<file path="config.mk">
export PLATFORM = sky130hd
export DESIGN_NAME = wsf_unit
export DESIGN_NICKNAME = d
export VERILOG_FILES = /design/src/hw/wsf_pkg.sv /design/src/hw/wsf_unit.sv
export VERILOG_INCLUDE_DIRS = /design/src /design/src/hw
export SDC_FILE = /design/constraint.sdc
export NUM_CORES = 2
export LEC_CHECK = 0
export BUFFER_PORTS_ARGS = -buffer_cell sky130_fd_sc_hd__buf_2
export CORE_AREA = 2 2 389 391
export DETAILED_ROUTE_END_ITERATION = 8
export DIE_AREA = 0 0 391 393
export PLACE_DENSITY = 0.59
export SYNTH_ARGS = -nofsm -noshare
export SYNTH_HDL_FRONTEND = slang
export SYNTH_SLANG_ARGS = --single-unit
</file>
<file path="constraint.sdc">
create_clock -name core_clk_i -period 4.85 [get_ports core_clk_i]
set_input_delay 0.485 -clock core_clk_i [delete_from_list [all_inputs] [get_ports core_clk_i]]
set_output_delay 0.485 -clock core_clk_i [all_outputs]
set_load 0.02 [all_outputs]
</file>
<file path="src/hw/wsf_defines.svh">
`ifndef WSF_DEFINES_SVH
`define WSF_DEFINES_SVH

// cache coherency unit, one write-combining buffer spans exactly one
`define WSF_LINE_BYTES 64
`define WSF_LINE_OFS_W 6

// packed vector store granule and alignment
`define WSF_VEC_BYTES 16
`define WSF_VEC_OFS_W 4

// packed integer store granule
`define WSF_INT_BYTES 8
`define WSF_INT_OFS_W 3

// position of the select bit inside each mask byte
`define WSF_MASK_SEL_BIT 7

`endif

</file>
<file path="src/hw/wsf_pkg.sv">
package wsf_pkg;

  typedef enum logic [3:0] {
    WSF_OP_STORE = 4'h0,
    WSF_OP_NT_INT = 4'h1,
    WSF_OP_NT_PS = 4'h2,
    WSF_OP_MASK_ST = 4'h3,
    WSF_OP_LOAD = 4'h4,
    WSF_OP_SFENCE = 4'h5,
    WSF_OP_LFENCE = 4'h6,
    WSF_OP_MFENCE = 4'h7,
    WSF_OP_CLFLUSH = 4'h8
  } wsf_op_t;

  typedef enum logic [2:0] {
    WSF_ATTR_UNCACHED = 3'h0,
    WSF_ATTR_WRITE_COMBINING_TYPE = 3'h1,
    WSF_ATTR_WRITE_THROUGH = 3'h4,
    WSF_ATTR_WRITE_PROTECT = 3'h5,
    WSF_ATTR_WRITE_BACK = 3'h6
  } wsf_attr_t;

  typedef enum logic [1:0] {
    WSF_IDLE,
    WSF_BUSY,
    WSF_FENCE
  } wsf_fsm_t;

endpackage

</file>
<file path="src/hw/wsf_unit.sv">
`include "wsf_defines.svh"

module wsf_unit
  import wsf_pkg::*;
#(
  parameter int AW = 32,
  parameter int CW = 4
) (
  input wire logic core_clk_i,
  input wire logic sys_rst_i,
  input wire logic ce_i,
  input wire logic op_valid_i,
  input wsf_op_t op_i,
  input wire logic [AW-1:0] op_addr_i,
  input wire logic [AW-1:0] op_dst_idx_i,
  input wire logic [`WSF_VEC_BYTES*8-1:0] op_data_i,
  input wire logic [`WSF_VEC_BYTES*8-1:0] op_mask_i,
  input wsf_attr_t mem_type_i,
  input wire logic perm_fault_i,
  output logic op_ready_o,
  output logic fault_o,
  output logic fence_done_o,
  output logic mem_wr_valid_o,
  input wire logic mem_wr_ready_i,
  output logic [AW-`WSF_LINE_OFS_W-1:0] mem_wr_line_o,
  output logic [`WSF_LINE_BYTES*8-1:0] mem_wr_data_o,
  output logic [`WSF_LINE_BYTES-1:0] mem_wr_be_o,
  output logic mem_wr_alloc_o,
  input wire logic mem_wr_ack_i,
  output logic mem_rd_valid_o,
  input wire logic mem_rd_ready_i,
  output logic [AW-1:0] mem_rd_addr_o,
  output logic mem_rd_alloc_o,
  input wire logic mem_rd_ack_i,
  output logic cmo_valid_o,
  output logic [AW-`WSF_LINE_OFS_W-1:0] cmo_line_o,
  output logic cmo_bcast_o,
  input wire logic cmo_done_i
);

  localparam int LB = `WSF_LINE_BYTES;
  localparam int VB = `WSF_VEC_BYTES;
  localparam int IB = `WSF_INT_BYTES;
  localparam int LAW = AW - `WSF_LINE_OFS_W;

  typedef struct packed {
    wsf_fsm_t st;
    logic op_rdy;
    logic fault;
    logic fence_done;
    logic fence_st;
    logic fence_ld;
    logic cmb_vld;
    logic [LAW-1:0] cmb_line;
    logic [LB-1:0] cmb_be;
    logic [LB*8-1:0] cmb_data;
    logic wr_vld;
    logic [LAW-1:0] wr_line;
    logic [LB*8-1:0] wr_data;
    logic [LB-1:0] wr_be;
    logic wr_alloc;
    logic rd_vld;
    logic [AW-1:0] rd_addr;
    logic rd_alloc;
    logic cmo_vld;
    logic [LAW-1:0] cmo_line;
    logic cmo_bcast;
    logic [CW-1:0] st_cnt;
    logic [CW-1:0] ld_cnt;
  } wsf_state_t;

  wsf_state_t s_r;
  wsf_state_t s_nxt;

  logic take;
  logic is_nt;
  logic [AW-1:0] st_addr;
  logic [LAW-1:0] op_line;
  logic [1:0] vec_lane;
  logic [2:0] int_lane;
  logic [VB-1:0] byte_sel;
  logic [LB-1:0] st_be;
  logic [LB*8-1:0] st_data;
  logic hit;
  logic [LB-1:0] mrg_be;
  logic [LB*8-1:0] mrg_data;
  logic wr_fire;
  logic rd_fire;
  logic cmo_fire;

  assign take = op_valid_i & s_r.op_rdy & (s_r.st == WSF_IDLE);
  assign is_nt = (op_i == WSF_OP_NT_INT) || (op_i == WSF_OP_NT_PS) || (op_i == WSF_OP_MASK_ST);
  // masked store ignores the general address operand
  assign st_addr = (op_i == WSF_OP_MASK_ST) ? op_dst_idx_i : op_addr_i;
  assign op_line = st_addr[AW-1:`WSF_LINE_OFS_W];
  assign vec_lane = st_addr[`WSF_LINE_OFS_W-1:`WSF_VEC_OFS_W];
  assign int_lane = st_addr[`WSF_LINE_OFS_W-1:`WSF_INT_OFS_W];
  assign hit = s_r.cmb_vld && (s_r.cmb_line == op_line);
  assign wr_fire = s_r.wr_vld & mem_wr_ready_i;
  assign rd_fire = s_r.rd_vld & mem_rd_ready_i;
  assign cmo_fire = s_r.cmo_vld & cmo_done_i;

  // place the store into its byte lanes of the line
  always_comb begin
    byte_sel = '1;
    st_be = '0;
    st_data = '0;
    for (int j = 0; j < VB; j++) begin
      if (op_i == WSF_OP_MASK_ST) begin
        byte_sel[j] = op_mask_i[j*8+`WSF_MASK_SEL_BIT];
      end
    end
    for (int i = 0; i < LB; i++) begin
      if (op_i == WSF_OP_NT_INT) begin
        st_be[i] = ((i / IB) == int'(int_lane));
        st_data[i*8+:8] = op_data_i[(i%IB)*8+:8];
      end else begin
        st_be[i] = ((i / VB) == int'(vec_lane)) && byte_sel[i%VB];
        st_data[i*8+:8] = op_data_i[(i%VB)*8+:8];
      end
    end
  end

  // later bytes overwrite earlier ones inside the open line
  always_comb begin
    mrg_be = st_be;
    mrg_data = '0;
    if (hit) begin
      mrg_be = s_r.cmb_be | st_be;
    end
    for (int i = 0; i < LB; i++) begin
      if (st_be[i]) begin
        mrg_data[i*8+:8] = st_data[i*8+:8];
      end else if (hit) begin
        mrg_data[i*8+:8] = s_r.cmb_data[i*8+:8];
      end
    end
  end

  always_comb begin
    s_nxt = s_r;
    s_nxt.fault = 1'b0;
    s_nxt.fence_done = 1'b0;
    if (wr_fire) begin
      s_nxt.wr_vld = 1'b0;
    end
    if (rd_fire) begin
      s_nxt.rd_vld = 1'b0;
    end
    if (cmo_fire) begin
      s_nxt.cmo_vld = 1'b0;
    end
    s_nxt.st_cnt = s_r.st_cnt + CW'(wr_fire) - CW'(mem_wr_ack_i);
    s_nxt.ld_cnt = s_r.ld_cnt + CW'(rd_fire) - CW'(mem_rd_ack_i);
    case (s_r.st)
      WSF_IDLE: begin
        if (take) begin
          s_nxt.fence_st = 1'b0;
          s_nxt.fence_ld = 1'b0;
          case (op_i)
            WSF_OP_NT_INT, WSF_OP_NT_PS, WSF_OP_MASK_ST: begin
              if ((op_i == WSF_OP_NT_PS) && (op_addr_i[`WSF_VEC_OFS_W-1:0] != '0)) begin
                s_nxt.fault = 1'b1;
              end else begin
                // a new line pushes the old one out and evicts any cached copy
                if (!hit) begin
                  if (s_r.cmb_vld) begin
                    s_nxt.wr_vld = 1'b1;
                    s_nxt.wr_line = s_r.cmb_line;
                    s_nxt.wr_data = s_r.cmb_data;
                    s_nxt.wr_be = s_r.cmb_be;
                    s_nxt.wr_alloc = 1'b0;
                  end
                  s_nxt.cmo_vld = 1'b1;
                  s_nxt.cmo_line = op_line;
                  s_nxt.cmo_bcast = 1'b0;
                end
                if ((&mrg_be) && !s_nxt.wr_vld) begin
                  // full line goes out as one bus write
                  s_nxt.wr_vld = 1'b1;
                  s_nxt.wr_line = op_line;
                  s_nxt.wr_data = mrg_data;
                  s_nxt.wr_be = mrg_be;
                  s_nxt.wr_alloc = 1'b0;
                  s_nxt.cmb_vld = 1'b0;
                  s_nxt.cmb_be = '0;
                end else begin
                  s_nxt.cmb_vld = 1'b1;
                  s_nxt.cmb_line = op_line;
                  s_nxt.cmb_be = mrg_be;
                  s_nxt.cmb_data = mrg_data;
                end
              end
            end
            WSF_OP_STORE: begin
              s_nxt.wr_vld = 1'b1;
              s_nxt.wr_line = op_line;
              s_nxt.wr_data = st_data;
              s_nxt.wr_be = st_be;
              s_nxt.wr_alloc = 1'b1;
            end
            WSF_OP_LOAD: begin
              s_nxt.rd_vld = 1'b1;
              s_nxt.rd_addr = op_addr_i;
              s_nxt.rd_alloc = (mem_type_i != WSF_ATTR_WRITE_COMBINING_TYPE);
            end
            WSF_OP_SFENCE, WSF_OP_LFENCE, WSF_OP_MFENCE: begin
              s_nxt.fence_st = (op_i != WSF_OP_LFENCE);
              s_nxt.fence_ld = (op_i != WSF_OP_SFENCE);
              if ((op_i != WSF_OP_LFENCE) && s_r.cmb_vld) begin
                s_nxt.wr_vld = 1'b1;
                s_nxt.wr_line = s_r.cmb_line;
                s_nxt.wr_data = s_r.cmb_data;
                s_nxt.wr_be = s_r.cmb_be;
                s_nxt.wr_alloc = 1'b0;
                s_nxt.cmb_vld = 1'b0;
                s_nxt.cmb_be = '0;
              end
            end
            WSF_OP_CLFLUSH: begin
              // same checks as a byte load; memory type plays no part
              if (perm_fault_i) begin
                s_nxt.fault = 1'b1;
              end else begin
                s_nxt.cmo_vld = 1'b1;
                s_nxt.cmo_line = op_line;
                s_nxt.cmo_bcast = 1'b1;
              end
            end
            default: begin
              s_nxt.fault = 1'b1;
            end
          endcase
          if ((op_i == WSF_OP_SFENCE) || (op_i == WSF_OP_LFENCE) || (op_i == WSF_OP_MFENCE)) begin
            s_nxt.st = WSF_FENCE;
          end else if (s_nxt.wr_vld || s_nxt.rd_vld || s_nxt.cmo_vld) begin
            s_nxt.st = WSF_BUSY;
          end
        end
      end
      WSF_BUSY: begin
        // busy ends only once the write, read and cache op requests have all been accepted
        if (!s_nxt.wr_vld && !s_nxt.rd_vld && !s_nxt.cmo_vld) begin
          s_nxt.st = WSF_IDLE;
        end
      end
      WSF_FENCE: begin
        // later accesses stay blocked by op_ready_o until the fence clears
        if ((!s_r.fence_st || (!s_nxt.wr_vld && (s_nxt.st_cnt == '0))) &&
            (!s_r.fence_ld || (!s_nxt.rd_vld && (s_nxt.ld_cnt == '0)))) begin
          s_nxt.st = WSF_IDLE;
          s_nxt.fence_done = 1'b1;
        end
      end
      default: begin
        s_nxt.st = WSF_IDLE;
      end
    endcase
    s_nxt.op_rdy = (s_nxt.st == WSF_IDLE);
  end

  always_ff @(posedge core_clk_i) begin
    if (sys_rst_i) begin
      s_r <= '0;
      s_r.op_rdy <= 1'b1;
    end else if (ce_i) begin
      s_r <= s_nxt;
    end
  end

  assign op_ready_o = s_r.op_rdy;
  assign fault_o = s_r.fault;
  assign fence_done_o = s_r.fence_done;
  assign mem_wr_valid_o = s_r.wr_vld;
  assign mem_wr_line_o = s_r.wr_line;
  assign mem_wr_data_o = s_r.wr_data;
  assign mem_wr_be_o = s_r.wr_be;
  assign mem_wr_alloc_o = s_r.wr_alloc;
  assign mem_rd_valid_o = s_r.rd_vld;
  assign mem_rd_addr_o = s_r.rd_addr;
  assign mem_rd_alloc_o = s_r.rd_alloc;
  assign cmo_valid_o = s_r.cmo_vld;
  assign cmo_line_o = s_r.cmo_line;
  assign cmo_bcast_o = s_r.cmo_bcast;

  property p_ps_misalign;
    @(posedge core_clk_i iff ce_i) disable iff (sys_rst_i)
      take && (op_i == WSF_OP_NT_PS) && (op_addr_i[3:0] != 4'h0) |=> fault_o && !mem_wr_valid_o && !cmo_valid_o;
  endproperty
  a_ps_misalign: assert property (p_ps_misalign) else $error("misaligned vector store did not fault");

  property p_nt_no_alloc;
    @(posedge core_clk_i iff ce_i) disable iff (sys_rst_i)
      take && is_nt |=> !(mem_wr_valid_o && mem_wr_alloc_o);
  endproperty
  a_nt_no_alloc: assert property (p_nt_no_alloc) else $error("stream store write allocated");

  property p_mask_bytes;
    @(posedge core_clk_i iff ce_i) disable iff (sys_rst_i)
      take && (op_i == WSF_OP_MASK_ST) && !s_r.cmb_vld && !(&st_be)
        |=> s_r.cmb_vld && (s_r.cmb_be == $past(st_be)) && (s_r.cmb_line == $past(op_dst_idx_i[AW-1:6]));
  endproperty
  a_mask_bytes: assert property (p_mask_bytes) else $error("masked store bytes or address wrong");

  property p_sfence_drained;
    @(posedge core_clk_i iff ce_i) disable iff (sys_rst_i)
      fence_done_o && s_r.fence_st |-> (s_r.st_cnt == '0) && !s_r.cmb_vld && !mem_wr_valid_o;
  endproperty
  a_sfence_drained: assert property (p_sfence_drained) else $error("store fence done with stores pending");

  property p_lfence_drained;
    @(posedge core_clk_i iff ce_i) disable iff (sys_rst_i)
      fence_done_o && s_r.fence_ld |-> (s_r.ld_cnt == '0) && !mem_rd_valid_o;
  endproperty
  a_lfence_drained: assert property (p_lfence_drained) else $error("load fence done with loads pending");

  property p_lfence_skips_stores;
    @(posedge core_clk_i iff ce_i) disable iff (sys_rst_i)
      take && (op_i == WSF_OP_LFENCE) && (s_r.ld_cnt == '0) && !mem_rd_ack_i ##1 !mem_rd_ack_i |-> ##1 fence_done_o;
  endproperty
  a_lfence_skips_stores: assert property (p_lfence_skips_stores) else $error("load fence waited on stores");

  property p_flush_issue;
    @(posedge core_clk_i iff ce_i) disable iff (sys_rst_i)
      take && (op_i == WSF_OP_CLFLUSH) && !perm_fault_i
        |=> cmo_valid_o && cmo_bcast_o && (cmo_line_o == $past(op_addr_i[AW-1:6])) && !fault_o;
  endproperty
  a_flush_issue: assert property (p_flush_issue) else $error("flush not broadcast for its line");

  property p_flush_fault;
    @(posedge core_clk_i iff ce_i) disable iff (sys_rst_i)
      take && (op_i == WSF_OP_CLFLUSH) && perm_fault_i |=> fault_o && !cmo_valid_o;
  endproperty
  a_flush_fault: assert property (p_flush_fault) else $error("faulting flush was issued");

  property p_wc_read;
    @(posedge core_clk_i iff ce_i) disable iff (sys_rst_i)
      take && (op_i == WSF_OP_LOAD) && (mem_type_i == WSF_ATTR_WRITE_COMBINING_TYPE) |=> mem_rd_valid_o && !mem_rd_alloc_o;
  endproperty
  a_wc_read: assert property (p_wc_read) else $error("write-combining read allocated");

  property p_wr_hold;
    @(posedge core_clk_i iff ce_i) disable iff (sys_rst_i)
      mem_wr_valid_o && !mem_wr_ready_i |=> mem_wr_valid_o && $stable(mem_wr_line_o) && $stable(mem_wr_be_o);
  endproperty
  a_wr_hold: assert property (p_wr_hold) else $error("write request dropped before ready");

  property p_cv_mfence;
    @(posedge core_clk_i iff ce_i) disable iff (sys_rst_i)
      take && (op_i == WSF_OP_MFENCE) && s_r.cmb_vld ##[1:64] fence_done_o;
  endproperty
  c_cv_mfence: cover property (p_cv_mfence);

  property p_cv_line_evict;
    @(posedge core_clk_i iff ce_i) disable iff (sys_rst_i)
      take && is_nt && s_r.cmb_vld && !hit;
  endproperty
  c_cv_line_evict: cover property (p_cv_line_evict);

  property p_cv_full_line;
    @(posedge core_clk_i iff ce_i) disable iff (sys_rst_i)
      take && is_nt && hit && (&mrg_be);
  endproperty
  c_cv_full_line: cover property (p_cv_full_line);

endmodule

</file>
==> flow_metrics.env <==
export IMPL_synth_seq_area_share_pct=40.8
export IMPL_finClkSkew_ns=0.0517
export IMPL_min_path_type="in2reg"
export IMPL_drt_iter0_markers=7541
export IMPL_max_slew_margin_rel_pct=3.87
export IMPL_yosysWarningCount=0
export IMPL_place_inst=9835
export IMPL_grt_use_total_pct=34.6
export IMPL_clockBufferDepth=3
export IMPL_detailedRoute_firstPassIterationCount=6
export IMPL_pin_count=1006
export IMPL_insertion_delay_ns=0.84
export IMPL_critical_path_max_stage_delay_ns=1.05
export IMPL_final_common_cell="sky130_fd_sc_hd__dfxtp_1"
export IMPL_grt_antenna_before_repair=33
export IMPL_postSynth_asyncResetShare_pct=0
export IMPL_worst_path_buf_inv=5
export IMPL_ff_latch_count_synth=1284
export IMPL_maxCapViolCount=0
export IMPL_mappedNetlistArea_um2=63100
export IMPL_final_design_area_no_fill_um2=70200
export IMPL_clkSinkCount=1284
export IMPL_post_drt_via_cell_ratio=6.14
export IMPL_port_buffers=889
export IMPL_die_x_um=391
export IMPL_placement_cell_area_um2=64900
export IMPL_synthDistinctLibCells=81
export IMPL_antenna_violating_nets_post_route=0
export IMPL_vdd_ir_drop_max_mv=0.302
export IMPL_final_net_count=8422
export IMPL_worstPathMaxFanout=89
export IMPL_timing_critical_path_max_delay_family="simple AND/OR/NAND/NOR gates"
export IMPL_synthDominantAreaCellType="sky130_fd_sc_hd__dfxtp_1"
export IMPL_timing_setup_critical_path_class="in2reg"
export IMPL_final_cells=10200
export IMPL_gp_congestion=0.952
export IMPL_fillCellCount=14700
export IMPL_routed_wl_um=280000
export IMPL_postCtsSetupRepairBufs=0
export IMPL_max_slew_vio_count=0
export IMPL_p_leak_nw=25.2
export IMPL_routedWlPerCell_um=27.6
export IMPL_cts_reportedPaths_clkPinSlew_ns=0.06
export IMPL_via_count_of_the_first_global_routing_pass=55600
export IMPL_cts_root_buf="sky130_fd_sc_hd__clkbuf_16"
export IMPL_area_delta_synth_final_pct=11.3
export IMPL_cts_tree="yes"
export IMPL_synth_edf_count=0
export IMPL_mostFrequentLayoutCells="sky130_fd_sc_hd__dfxtp_1, sky130_fd_sc_hd__a21oi_1, sky130_fd_sc_hd__o21ai_0, sky130_fd_sc_hd__buf_2, sky130_fd_sc_hd__nand2_1"
export IMPL_finalHoldViolCount=0
export IMPL_detail_route_drc_violations=0
export IMPL_synth_top_cells_by_area="sky130_fd_sc_hd__dfxtp_1, sky130_fd_sc_hd__a21oi_1, sky130_fd_sc_hd__o21ai_0"
export IMPL_timing_critical_path_to_type="register"
export IMPL_timing_critical_path_from_type="input port"
export IMPL_crit_required_ns=5.56
export IMPL_floorplan_rows=142
export IMPL_clock_fmax_mhz=213
export IMPL_die_area_um2=154000
export IMPL_setup_total_negative_slack_ns=0
export IMPL_cts_buf_count=146
export IMPL_multiInputGateArea_um2=29500
export IMPL_outcome="complete, no violations"
export IMPL_worstPathCellList="dlygate4sd3_1 > buf_2 > and4bb_4 > buf_12 > mux2i_1 > xor2_1 > o2111a_1 > nand4_1 > a21o_1 > nor4_2 > buf_4 > nor2_4 > buf_12 > nand3_1 > a21oi_1"
export IMPL_drive_above_1_share_pct=18.8
export IMPL_critical_path_most_common_cell="sky130_fd_sc_hd__buf_12"
export IMPL_synthesis_instances=8126
export IMPL_period_share_pct=96.7
export IMPL_layout_core_utilization_pct=47.0
export IMPL_min_tclk_post_route_ns=4.69
export IMPL_synth_area_per_cell_um2=7.76
export IMPL_initial_core_util_pct=42.3
export IMPL_grt_pass1_wl_um=395000
export IMPL_place_detailed_hpwl_um=199000
export IMPL_vias=62300
export IMPL_setup_repair_after_global_routing_missed_its_margin="no"
export IMPL_worst_slew_pin_slew_ns=1.44
export IMPL_die_height_um=393
export IMPL_sequential_cell_area_um2=25700
export IMPL_cts_htree_levels=4
export IMPL_coreArea_um2=149000
export IMPL_power_per_unit_of_standard_cell_area_nw_per_um2=351
export IMPL_critical_path_slowest_cell="sky130_fd_sc_hd__nor2_4"
export IMPL_synthDominantCellAreaShare_pct=40.8
export IMPL_data_arrival_at_the_endpoint_of_the_critical_path_ns=5.40
export IMPL_grt_max_degree=205
export IMPL_synth_nets=8473
export IMPL_gr_total_overflow=0
export IMPL_postSynth_topFlopCell="sky130_fd_sc_hd__dfxtp_1"
export IMPL_finalSetupViolations=0
cells in the mapped netlist, types with 39 or more instances:
cell type,count
sky130_fd_sc_hd__inv_1,55
sky130_fd_sc_hd__nand2b_1,164
sky130_fd_sc_hd__a22o_1,63
sky130_fd_sc_hd__a211oi_1,39
sky130_fd_sc_hd__clkbuf_1,583
sky130_fd_sc_hd__buf_4,665
sky130_fd_sc_hd__dfxtp_1,1284
sky130_fd_sc_hd__mux2_2,67
sky130_fd_sc_hd__a22oi_1,81
sky130_fd_sc_hd__nand2_1,715
sky130_fd_sc_hd__a31oi_1,415
sky130_fd_sc_hd__nor2_1,443
sky130_fd_sc_hd__nor3_1,47
sky130_fd_sc_hd__buf_2,77
sky130_fd_sc_hd__a221oi_1,44
sky130_fd_sc_hd__buf_1,41
sky130_fd_sc_hd__a21oi_1,1113
sky130_fd_sc_hd__o21ai_0,1052
sky130_fd_sc_hd__o32ai_1,80
sky130_fd_sc_hd__nand3_1,694
sky130_fd_sc_hd__nor2b_1,79
kinds of logic after synthesis:
family	Yosys count	synth area share, %
buffers and inverters	1433	12.8
and+or+nand+nor	2220	16.1
AOI/OAI and AO/OA	3053	28.1
DFF	1284	40.8
xor gates and xnor gates	32	0.444
muxes	94	1.62
adders and majority gates	10	0.222
tightest hold or removal path, stage by stage:
cell and delay [ns]:
sky130_fd_sc_hd__buf_2 0.18, sky130_fd_sc_hd__nand3_1 0.09, sky130_fd_sc_hd__a21oi_1 0.06
area by class of cell:
cell class,instances,share of cell area (%)
tap,1944,3.47
clock inverter,50,0.893
multi-input combinational,5409,42.0
clock buffer,214,6.04
inverter,56,0.310
timing repair buffer,1178,10.6
sequential,1284,36.6
antenna,18,0.0642
per-layer routing:
metal  track usage, %  up-vias  share of wire [%]
met5                0        -              0.051
met4             16.1       22                5.1
met3             8.70      554                 11
met2             51.9     3454                 43
met1             46.6    30100                 41
li1                 -    28200                  -
where the power goes:
part | total [mW] | internal, mW | switching [mW]
Sequential | 10.9 | 10.8 | 0.154
Clock | 11.3 | 6.33 | 4.98
Combinational | 2.40 | 0.621 | 1.78
repair_timing:
action | CTS | global route
resized for setup | 0 | 2
hold buffers | 36 | 0
hold endpoints to repair | 35 | 0
setup endpoints to repair | 0 | 5
final timing paths:
| path | cells after the start | slack, ns | startpoint | endpoint |
|---|---|---|---|---|
| setup reg to reg | 12 | 0.93 | s_r[1259] | s_r[1162] |
| setup / recovery | 15 | 0.16 | op_i[0] | s_r[895] |
| hold / removal | 3 | 0.04 | op_data_i[24] | s_r[954] |
| hold reg to reg | 2 | 0.45 | mem_rd_addr_o[10] | mem_rd_addr_o[10] |
metrics by stage:
step           hold slack, ns  power [mW]  worst slack [ns]
3_3_place_gp            0.440        13.4           -0.0271
4_1_cts              0.000961        24.6             0.196
5_1_grt                0.0465        25.2           0.00515
2_1_floorplan           0.432        12.5              1.05
3_5_place_dp            0.444        13.5           -0.0763
6_report               0.0429        24.6             0.159
state kept, by name, indices dropped and copies added, names as in the netlist, 26 cells and up:
name	count
mem_rd_addr_o	32
mem_wr_line_o	26
s_r	615
mem_wr_be_o	64
mem_wr_data_o	512
cmo_line_o	26
Note: power is estimated with default switching activity, not from simulation.
